$ cat src/gpc_pkg.sv
// Purpose: shared constants for the eight-pin general purpose port
// Assumes: registers reached only through the serial programming port
// Notes: offsets are byte offsets inside the configuration space
package gpc_pkg;
  localparam int NUM_PINS = 8;
  localparam int ADDR_W = 12;
  localparam int DATA_W = 32;
  localparam int CNT_W = 6;

  // register offsets
  localparam logic [ADDR_W-1:0] OFS_DATA = 12'h434;
  localparam logic [ADDR_W-1:0] OFS_CTRL = 12'h438;

  // control register field positions
  localparam int DIR_LSB = 0;
  localparam int MODE_LSB = 8;
  localparam int PULL_LSB = 16;

  // reset values
  localparam logic [DATA_W-1:0] CTRL_RESET = 32'h00000000;
  localparam logic [NUM_PINS-1:0] DATA_RESET = 8'h00;
  localparam logic [NUM_PINS-1:0] PINS_ZERO = 8'h00;
  localparam logic [DATA_W-1:0] WORD_ZERO = 32'h00000000;
  localparam logic [ADDR_W-1:0] ADDR_ZERO = 12'h000;

  // serial frame: one command bit, address msb first, then data msb first
  localparam logic [CNT_W-1:0] CNT_ZERO = 6'h00;
  localparam logic [CNT_W-1:0] CNT_ONE = 6'h01;
  localparam logic [CNT_W-1:0] ADDR_LAST = 6'h0B;
  localparam logic [CNT_W-1:0] DATA_LAST = 6'h1F;

  typedef enum logic [1:0] {S_CMD, S_ADDR, S_DATA, S_DONE} gpc_ser_state_t;
endpackage

$ cat src/gpc_serial_port.sv
// Purpose: serial programming port front end, frame to register strobes
// Assumes: ser_clk holds each level for at least two clk cycles
// Notes: a deselect at any point abandons the frame without a write
`timescale 1ns/1ps
module gpc_serial_port (
  input wire logic clk,
  input wire logic rst_n,
  input wire logic ser_sel_n,
  input wire logic ser_clk,
  input wire logic ser_din,
  output logic ser_dout,
  output logic [gpc_pkg::ADDR_W-1:0] reg_addr,
  output logic [gpc_pkg::DATA_W-1:0] reg_wdata,
  output logic reg_wr,
  output logic reg_rd,
  input wire logic [gpc_pkg::DATA_W-1:0] reg_rdata
);
  import gpc_pkg::*;

  gpc_ser_state_t state;
  logic sck_q;
  logic rise;
  logic is_read;
  logic [CNT_W-1:0] bit_cnt;
  logic [DATA_W-1:0] shift_in;
  logic [DATA_W-1:0] shift_out;

  always_ff @(posedge clk)
  begin
    if (!rst_n)
      sck_q <= 1'b0;
    else
      sck_q <= ser_clk;
  end

  assign rise = ser_clk & ~sck_q & ~ser_sel_n;

  always_ff @(posedge clk)
  begin
    if (!rst_n || ser_sel_n)
    begin
      state <= S_CMD;
      bit_cnt <= CNT_ZERO;
      is_read <= 1'b0;
      reg_addr <= ADDR_ZERO;
      shift_in <= WORD_ZERO;
    end
    else if (rise)
    begin
      case (state)
        S_CMD:
        begin
          is_read <= ser_din;
          bit_cnt <= CNT_ZERO;
          state <= S_ADDR;
        end
        S_ADDR:
        begin
          reg_addr <= {reg_addr[ADDR_W-2:0], ser_din};
          bit_cnt <= (bit_cnt == ADDR_LAST) ? CNT_ZERO : bit_cnt + CNT_ONE;
          if (bit_cnt == ADDR_LAST)
            state <= S_DATA;
        end
        S_DATA:
        begin
          shift_in <= {shift_in[DATA_W-2:0], ser_din};
          bit_cnt <= bit_cnt + CNT_ONE;
          if (bit_cnt == DATA_LAST)
            state <= S_DONE;
        end
        S_DONE:
          state <= S_DONE;
        default:
          state <= S_CMD;
      endcase
    end
  end

  // strobes are one clk late so that reg_addr is already settled
  always_ff @(posedge clk)
  begin
    if (!rst_n)
    begin
      reg_wr <= 1'b0;
      reg_rd <= 1'b0;
      reg_wdata <= WORD_ZERO;
    end
    else
    begin
      reg_rd <= rise && state == S_ADDR && bit_cnt == ADDR_LAST && is_read;
      reg_wr <= rise && state == S_DATA && bit_cnt == DATA_LAST && !is_read;
      if (rise && state == S_DATA && bit_cnt == DATA_LAST)
        reg_wdata <= {shift_in[DATA_W-2:0], ser_din};
    end
  end

  always_ff @(posedge clk)
  begin
    if (!rst_n || ser_sel_n)
      shift_out <= WORD_ZERO;
    else if (reg_rd)
      shift_out <= reg_rdata;
    else if (rise && state == S_DATA)
      shift_out <= {shift_out[DATA_W-2:0], 1'b0};
  end

  assign ser_dout = shift_out[DATA_W-1];
endmodule

$ cat src/gpc_pin_control.sv
// Purpose: eight general purpose pins with direction, weak pull and data registers
// Assumes: gpio_in is synchronous to clk; pad applies pull_en and pull_up
// Notes: configuration is reachable only over the serial programming port
`timescale 1ns/1ps
// Overview of operation
// - bits 7 to 0 of the control register set each pin's direction, 0 input and 1 output.
// - bits 15 to 8 are per-pin mode bits, 0 normal and 1 weak pull, pin 1 at bit 9, pin 0 at 8.
// - a pin's weak pull is active only when both its mode bit and its direction bit are one.
// - all configuration access goes through the serial programming port, no parallel bus.
// - bits 23 to 16 pick the pull direction of an active pull, 0 down and 1 up.
// - a separate data register lets software read the state and level of all eight pins.
module gpc_pin_control (
  input wire logic clk,
  input wire logic rst_n,
  input wire logic ser_sel_n,
  input wire logic ser_clk,
  input wire logic ser_din,
  output logic ser_dout,
  input wire logic [gpc_pkg::NUM_PINS-1:0] gpio_in,
  output logic [gpc_pkg::NUM_PINS-1:0] gpio_out,
  output logic [gpc_pkg::NUM_PINS-1:0] gpio_oe,
  output logic [gpc_pkg::NUM_PINS-1:0] pull_en,
  output logic [gpc_pkg::NUM_PINS-1:0] pull_up
);
  import gpc_pkg::*;

  logic [ADDR_W-1:0] reg_addr;
  logic [DATA_W-1:0] reg_wdata;
  logic [DATA_W-1:0] reg_rdata;
  logic reg_wr;
  logic reg_rd;
  logic [NUM_PINS-1:0] pin_direction;
  logic [NUM_PINS-1:0] pin_weak_pull_enable;
  logic [NUM_PINS-1:0] pin_pull_select;
  logic [NUM_PINS-1:0] out_value;
  logic [NUM_PINS-1:0] in_sample;
  logic [NUM_PINS-1:0] pin_level;
  logic ctrl_sel;
  logic data_sel;

  function automatic logic [DATA_W-1:0] widen(input logic [NUM_PINS-1:0] v);
    widen = {{(DATA_W-NUM_PINS){1'b0}}, v};
  endfunction

  // one decode shared by the register writes and the assertions
  function automatic logic addr_is(input logic [ADDR_W-1:0] a, input logic [ADDR_W-1:0] ofs);
    addr_is = (a == ofs);
  endfunction

  assign ctrl_sel = addr_is(reg_addr, OFS_CTRL);
  assign data_sel = addr_is(reg_addr, OFS_DATA);

  // the only register path is this serial slave
  gpc_serial_port u_serial (
    .clk(clk),
    .rst_n(rst_n),
    .ser_sel_n(ser_sel_n),
    .ser_clk(ser_clk),
    .ser_din(ser_din),
    .ser_dout(ser_dout),
    .reg_addr(reg_addr),
    .reg_wdata(reg_wdata),
    .reg_wr(reg_wr),
    .reg_rd(reg_rd),
    .reg_rdata(reg_rdata)
  );

  // control register, reserved bits 31:24 are not stored
  always_ff @(posedge clk)
  begin
    if (!rst_n)
    begin
      pin_direction <= CTRL_RESET[DIR_LSB +: NUM_PINS];
      pin_weak_pull_enable <= CTRL_RESET[MODE_LSB +: NUM_PINS];
      pin_pull_select <= CTRL_RESET[PULL_LSB +: NUM_PINS];
    end
    else if (reg_wr && ctrl_sel)
    begin
      pin_direction <= reg_wdata[DIR_LSB +: NUM_PINS];
      pin_weak_pull_enable <= reg_wdata[MODE_LSB +: NUM_PINS];
      pin_pull_select <= reg_wdata[PULL_LSB +: NUM_PINS];
    end
  end

  // data written to an input pin is kept and shows once the pin turns output
  always_ff @(posedge clk)
  begin
    if (!rst_n)
      out_value <= DATA_RESET;
    else if (reg_wr && data_sel)
      out_value <= reg_wdata[NUM_PINS-1:0];
  end

  always_ff @(posedge clk)
  begin
    if (!rst_n)
      in_sample <= PINS_ZERO;
    else
      in_sample <= gpio_in;
  end

  assign gpio_oe = pin_direction;
  assign gpio_out = out_value;
  // pull only on output pins, odd but that is how the pad works
  assign pull_en = pin_weak_pull_enable & pin_direction;
  assign pull_up = pin_pull_select;

  // outputs report the driven value, inputs the sampled level
  assign pin_level = (out_value & pin_direction) | (in_sample & ~pin_direction);

  always_comb
  begin
    reg_rdata = WORD_ZERO;
    case (reg_addr)
      OFS_CTRL:
        reg_rdata = widen(pin_direction) << DIR_LSB
          | widen(pin_weak_pull_enable) << MODE_LSB
          | widen(pin_pull_select) << PULL_LSB;
      OFS_DATA:
        reg_rdata = widen(pin_level);
      default:
        reg_rdata = WORD_ZERO;
    endcase
  end

  // the configuration and output checks watch the port pins, so the glue between registers and pads is covered too
  ctrl_dir_write_a: assert property (
    @(posedge clk) disable iff (!rst_n)
    reg_wr && ctrl_sel |=> gpio_oe == $past(reg_wdata[DIR_LSB +: NUM_PINS]))
    else $error("direction did not follow control write");

  mode_write_a: assert property (
    @(posedge clk) disable iff (!rst_n)
    reg_wr && ctrl_sel |=>
      pull_en == ($past(reg_wdata[MODE_LSB +: NUM_PINS])
        & $past(reg_wdata[DIR_LSB +: NUM_PINS])))
    else $error("pull enable wrong after control write");

  pull_needs_out_a: assert property (
    @(posedge clk) disable iff (!rst_n)
    (pull_en & ~gpio_oe) == PINS_ZERO)
    else $error("pull active on an input pin");

  pull_select_a: assert property (
    @(posedge clk) disable iff (!rst_n)
    reg_wr && ctrl_sel |=> pull_up == $past(reg_wdata[PULL_LSB +: NUM_PINS]))
    else $error("pull select did not follow control write");

  ctrl_reserved_a: assert property (
    @(posedge clk) disable iff (!rst_n)
    reg_rd && ctrl_sel |-> (reg_rdata >> (PULL_LSB + NUM_PINS)) == WORD_ZERO)
    else $error("reserved control bits read nonzero");

  data_readback_a: assert property (
    @(posedge clk) disable iff (!rst_n)
    reg_rd && data_sel |->
      reg_rdata == widen((gpio_out & gpio_oe) | ($past(gpio_in) & ~gpio_oe)))
    else $error("data register read wrong level");

  out_drive_a: assert property (
    @(posedge clk) disable iff (!rst_n)
    reg_wr && data_sel |=> gpio_out == $past(reg_wdata[NUM_PINS-1:0]))
    else $error("output value did not follow data write");

  // the sample taken on the release edge is still the reset value, so start after it
  in_sample_a: assert property (
    @(posedge clk) disable iff (!rst_n)
    rst_n |=> in_sample == $past(gpio_in))
    else $error("input level not sampled");

  serial_only_a: assert property (
    @(posedge clk) disable iff (!rst_n)
    ser_sel_n |=> !reg_wr && !reg_rd)
    else $error("register strobe without serial frame");

  ctrl_hold_a: assert property (
    @(posedge clk) disable iff (!rst_n)
    !(reg_wr && ctrl_sel) |=>
      $stable(gpio_oe) && $stable(pull_en) && $stable(pull_up))
    else $error("pin configuration changed without control write");

  data_hold_a: assert property (
    @(posedge clk) disable iff (!rst_n)
    !(reg_wr && data_sel) |=> $stable(gpio_out))
    else $error("output value changed without data write");

  ctrl_view_a: assert property (
    @(posedge clk) disable iff (!rst_n)
    reg_rd && ctrl_sel |-> reg_rdata[DIR_LSB +: NUM_PINS] == gpio_oe)
    else $error("direction readback differs from output enables");

  pull_view_a: assert property (
    @(posedge clk) disable iff (!rst_n)
    reg_rd && ctrl_sel |->
      pull_en == (reg_rdata[MODE_LSB +: NUM_PINS] & reg_rdata[DIR_LSB +: NUM_PINS]))
    else $error("pull enables differ from mode and direction readback");

  select_view_a: assert property (
    @(posedge clk) disable iff (!rst_n)
    reg_rd && ctrl_sel |-> reg_rdata[PULL_LSB +: NUM_PINS] == pull_up)
    else $error("pull select readback differs from pull direction");

  data_upper_a: assert property (
    @(posedge clk) disable iff (!rst_n)
    reg_rd && data_sel |-> (reg_rdata >> NUM_PINS) == WORD_ZERO)
    else $error("upper data register bits read nonzero");

  unmapped_read_a: assert property (
    @(posedge clk) disable iff (!rst_n)
    reg_rd && !ctrl_sel && !data_sel |-> reg_rdata == WORD_ZERO)
    else $error("unmapped address read nonzero");

  // no disable here, this one is about what reset itself does
  reset_clear_a: assert property (
    @(posedge clk)
    !rst_n |=> gpio_oe == PINS_ZERO && gpio_out == PINS_ZERO
      && pull_en == PINS_ZERO && pull_up == PINS_ZERO)
    else $error("pins not cleared by reset");

  dout_quiet_a: assert property (
    @(posedge clk) disable iff (!rst_n)
    ser_sel_n |=> !ser_dout)
    else $error("serial output active while deselected");

  wr_pulse_a: assert property (
    @(posedge clk) disable iff (!rst_n)
    reg_wr |=> !reg_wr)
    else $error("write strobe longer than one cycle");

  strobe_excl_a: assert property (
    @(posedge clk) disable iff (!rst_n)
    !(reg_wr && reg_rd))
    else $error("read and write strobes together");
endmodule

$ cat config.mk
export PLATFORM = sky130hd
export DESIGN_NAME = gpc_pin_control
export DESIGN_NICKNAME = d
export VERILOG_FILES = /design/src/gpc_pkg.sv /design/src/gpc_serial_port.sv /design/src/gpc_pin_control.sv
export SDC_FILE = /design/constraint.sdc
export NUM_CORES = 1
export LEC_CHECK = 0
export BUFFER_PORTS_ARGS = -buffer_cell sky130_fd_sc_hd__buf_2
export CORE_MARGIN = 2
export CORE_UTILIZATION = 35
export CTS_BUF_LIST = sky130_fd_sc_hd__clkbuf_16
export DETAILED_ROUTE_END_ITERATION = 12
export GPL_ROUTABILITY_DRIVEN = 0
export RECOVER_POWER = 25
export SYNTH_ARGS = -nofsm -noshare
export SYNTH_HDL_FRONTEND = slang
export SYNTH_HIERARCHICAL = 1
export SYNTH_SLANG_ARGS = --single-unit
$ cat constraint.sdc
create_clock -name clk -period 1.7 [get_ports clk]
set_input_delay 0.085 -clock clk [delete_from_list [all_inputs] [get_ports clk]]
set_output_delay 0.085 -clock clk [all_outputs]
set_load 0.01 [all_outputs]
; ---- Word level (Yosys, flattened, before mapping)
; Cells that the tools add are included.
[totals]
regBits = 143
in_bits = 13
out_inout_bits = 33
elab_cells = 63
[op_classes]
addsub = 1
n_eq_ne = 9
muxes = 8
bitwise_logic = 11
reduce_logical = 19
[ops]
columns = op, count
row1 = 32-bit 2-to-1 mux, 2
row2 = 32-bit one-hot mux with 2 select lines, 1
row3 = 8-bit bitwise AND, 3
row4 = "12-bit by 11-bit equality test with 1-bit output, second input constant", 2
row5 = 16-bit by 24-bit OR with 24-bit output, 1
row6 = 6-bit one-hot mux with 3 select lines, 1
row7 = 8-bit by 16-bit OR with 16-bit output, 1
row8 = 1-bit logical AND, 8
row9 = 8-bit NOT, 1
row10 = 8-bit OR, 1
row11 = 2-bit one-hot mux with 4 select lines, 1
row12 = 2-bit AND reduction, 4
row13 = "6-bit by 1-bit adder with 6-bit output, second input constant", 1
row14 = "6-bit by 4-bit equality test with 1-bit output, second input constant", 1
row15 = "6-bit by 5-bit equality test with 1-bit output, second input constant", 1
row16 = 6-bit 2-to-1 mux, 1
row17 = "2-bit equality test, second input constant", 2
row18 = 2-bit 2-to-1 mux, 2
row19 = "2-bit by 1-bit != test with 1-bit output, second input constant", 2
row20 = 3-bit AND reduction, 1
row21 = 3-bit nonzero test, 1
row22 = 1-bit bitwise AND, 2
row23 = "2-bit by 1-bit equality test with 1-bit output, second input constant", 1
row24 = 1-bit zero test, 2
row25 = 4 further kinds, 5

; ---- Depth between registers and ports, before layout
[logic_depth]
ltp_word = 6
depth_mapped = 9
mapped_depth_nobuf = 6

; ---- Cells and area by module
; The synthesis kept the hierarchy.
[by_module_without_submodules]
columns = module, n_inst, cells_each, area_per_inst_um2
row1 = gpc_serial_port, 1, 601, 4794.6
row2 = gpc_pin_control, 1, 220, 1939.4

; ---- Worst setup path after synthesis
; OpenSTA, ideal clock, no wires.
[synth_path]
path_type = reg2reg
from = reg u_serial/reg_addr[11] (netlist name)
to = reg u_serial.shift_out[8]
arrival_ps = 1736
path_slack_ps = -107
path_stages_with_launch = 7
cell_sequence = dfxtp_1 -> or4b_4 -> nor4b_2 -> clkbuf_1 -> and2_1 -> nand2_1 -> a21oi_1
[synth_via]
elab_chain_cells = 3
elab_cells_between_ends = 4
[synth_rtl]
columns = element, line_no
row1 = start: declaration, gpc_serial_port.sv:12  ; output logic [gpc_pkg::ADDR_W-1:0] reg_addr,
row2 = start signal: assignment, gpc_serial_port.sv:59  ; reg_addr <= {reg_addr[ADDR_W-2:0], ser_din};
row3 = 12-bit by 11-bit equality test with 1-bit output, gpc_pin_control.sv:114  ; case (reg_addr)
row4 = 32-bit one-hot mux with 2 select lines *, gpc_pin_control.sv:114
row5 = named net reg_rdata[8], gpc_pin_control.sv:29  ; logic [DATA_W-1:0] reg_rdata;
row6 = 32-bit 2-to-1 mux *, gpc_serial_port.sv:101  ; else if (reg_rd)
row7 = end signal: assignment, gpc_serial_port.sv:102  ; shift_out <= reg_rdata;
row8 = end signal: assignment, gpc_serial_port.sv:104  ; shift_out <= {shift_out[DATA_W-2:0], 1'b0};
row9 = end: declaration, gpc_serial_port.sv:26  ; logic [DATA_W-1:0] shift_out;
; Mark *: on every way through the listed nets, which the timed path passes. The rest lies on a longest branch.
; A chain may end at the register's enable or synchronous reset.

; ---- Final worst setup path
[layout_path]
from = reg u_serial/reg_addr[1] (netlist name)
to = reg u_serial.shift_out[21]
; Same word-level chain as after synthesis.

==> impl_results.md <==
* Final #Nets at around 840
* Reg2reg setup slack at -0.13 ns
* Worst Skew at 0.007038 ns
* Io pins at 46
* Clock Sink Count at 143
* Crit-path max FO at 8
* Worst Hold Endpoint: u_serial/is_read
* Die height at approximately 140 um
* Total number of yosys warnings at 6
* Outcome: finished with violations
* Post-Route WL at 14750 um
* Final period utilization at 107.8%
* Mapped Cells at around 760
* Antenna cells at 0
* CTS clk-pin slew, worst paths at 0.05 ns
* Max Slew Vio Count at 0
* GRT Total Usage at 15.47%
* FF-to-FF Start: u_serial/reg_addr[1]
* Unrepaired setup endpoints after global routing: true
* Core Util, Final at ~44%
* Number of global-route vias before repair at roughly 4600
* Initial Util at a little over a third
* Initial DRC Count at 350
* Initial antenna violation count at 0
* CP startpoint kind: flip-flop
* Avg Inst Size Synth at around 8.2 um^2
* Post-DRT Antenna Nets at 0
* Clk root buf: clkbuf_16
* Placed inst area at 0.006870 mm^2
* Layout area overhead at 23.33%
* Hold Path Cell Cnt at 3
* R2R cell count at 7
* CTS Buffer Depth at 2
* Vias at just over 5000
* I/O Buffers at between 40 and 50
* Clock latency on the worst-skew pair at about 0.43 ns
* Critical path class: reg -> reg
* Die area at between 0.015 and 0.02 mm^2
* H-Tree Depth at 4
* Crit path DAT at between 2 and 2.5 ns
* Die width at 137.0 um
* Worst hold path class: in -> reg
* Power density over cell area at between 800 and 900 mW/mm^2
* Setup WS post-layout at -0.1323 ns
* Lkg Pwr at around 2.7 nW
* CTS buffer count at 17
* Grt ovf at 0
* Core Rows at 48
* Max-Cap Viols at 0
* Placeable Area at between 0.015 and 0.02 mm^2
* Synthesized area at between 0.006 and 0.007 mm^2
* Drt first pass iters at 4
* FMAX at around 0.55 GHz
* Worst vdd ir at 0.0004977 V
* CTS tree: yes
* Final Hold Vio Count at 0
* Vias per cell at ~4.8
* Endpoint class of the critical path: flip-flop
* Total power at roughly 6.9 mW
* Finish-stage setup viols at 40
* Design Area, Final at 0.007639 mm^2
* Pin count of the biggest net entering global routing at 92
* DRC viols at 0
* Final min period at 1.832 ns
* Hold Startpoint: rst_n
* Hold Slack at ~0.036 ns
* Routed WL per cell at between 10 and 15 um
* Detailed Place HPWL at 8958 um
* Ratio of cells with drive above 1 in the final layout at 14.11%
* End of the worst register-to-register path: u_serial/shift_out[21]
* CP required at just over 2 ns
* Failing checks: setup timing
* Global-route wire length before repair at about 23000 um
state kept, by name (all words and copies together) (netlist names):
signal                flops
u_serial/sck_q            1
u_serial/state            2
u_serial/reg_wr           1
pin_weak_pull_enable      8
u_serial/reg_addr        12
u_serial/bit_cnt          6
u_serial/reg_rd           1
u_serial/shift_in        23
in_sample                 8
u_serial/is_read          1
u_serial/shift_out       32
u_serial/reg_wdata       24
pull_up                   8
gpio_out                  8
gpio_oe                   8
how the worst max path moves through the flow:
stage | start | end | slack, ns | cells after the start
floorplan | u_serial/reg_addr[11] | u_serial/shift_out[16] | -0.01 | 6
global placement | u_serial/reg_addr[11] | u_serial/shift_out[9] | 0.002 | 6
detailed placement | u_serial/reg_addr[11] | u_serial/shift_out[14] | -0.02 | 6
CTS | u_serial/reg_addr[11] | u_serial/shift_out[14] | -0.02 | 6
global route | u_serial/reg_addr[1] | u_serial/shift_out[22] | -0.20 | 7
finish | u_serial/reg_addr[1] | u_serial/shift_out[21] | -0.13 | 7
placed cells by master, fill, tap and decap left out, types with 19 or more instances in the layout:
cell type and n:
a21o_1 30, clkbuf_16 20, buf_2 21, mux2i_1 34
a21boi_0 19, clkbuf_1 24, buf_4 26, nand2_1 272
and2_1 32, a21oi_1 73, dfxtp_1 137
power breakdown:
group          switching [mW]  internal [mW]
logic                   0.106         0.0774
clock network            1.36           1.94
registers             0.00816           3.37
stage by stage:
step           setup WS (ns)  setup TNS [ns]  instances
2_1_floorplan       -0.01073         -0.1067        764
3_3_place_gp        0.001700               0       1013
3_5_place_dp        -0.02253        -0.05757       1013
4_1_cts             -0.02027         -0.1515       1054
5_1_grt              -0.2038          -5.821       1061
6_report             -0.1323          -3.326       1061
metal layers:
metal	part of all wire, %	vias to the layer above	global-route usage (%)
li1	-	2624	-
met1	47	2344	19.68
met2	47	75	24.90
met3	3.3	21	3.519
met4	2.1	0	7.045
met5	0	-	0
layout make-up:
class | instances | area [um^2]
fill | 1723 | 9658
tap | 225 | 281.5
multi-input combinational | 563 | 3174
timing repair buffer | 96 | 788.3
clock buffer | 17 | 425.4
sequential | 143 | 2870
inverter | 3 | 11.26
clock inverter | 14 | 87.58
critical path, stage by stage, from the launching register on:
cell and delay [ns]:
dfxtp_2 0.32, or4b_4 0.55, nor4b_4 0.26, buf_4 0.19, clkbuf_16 0.16, and2_1 0.12
nand2_1 0.05, a21oi_1 0.12
repair_timing:
action | CTS | global route
hold endpoints to repair | 13 | 0
hold buffers | 10 | 0
setup endpoints to repair | 16 | 62
setup buffers | 0 | 3
pin swaps | 0 | 4
cloned | 0 | 4
resized for setup | 4 | 15
Power figures use the tool's default switching activity.
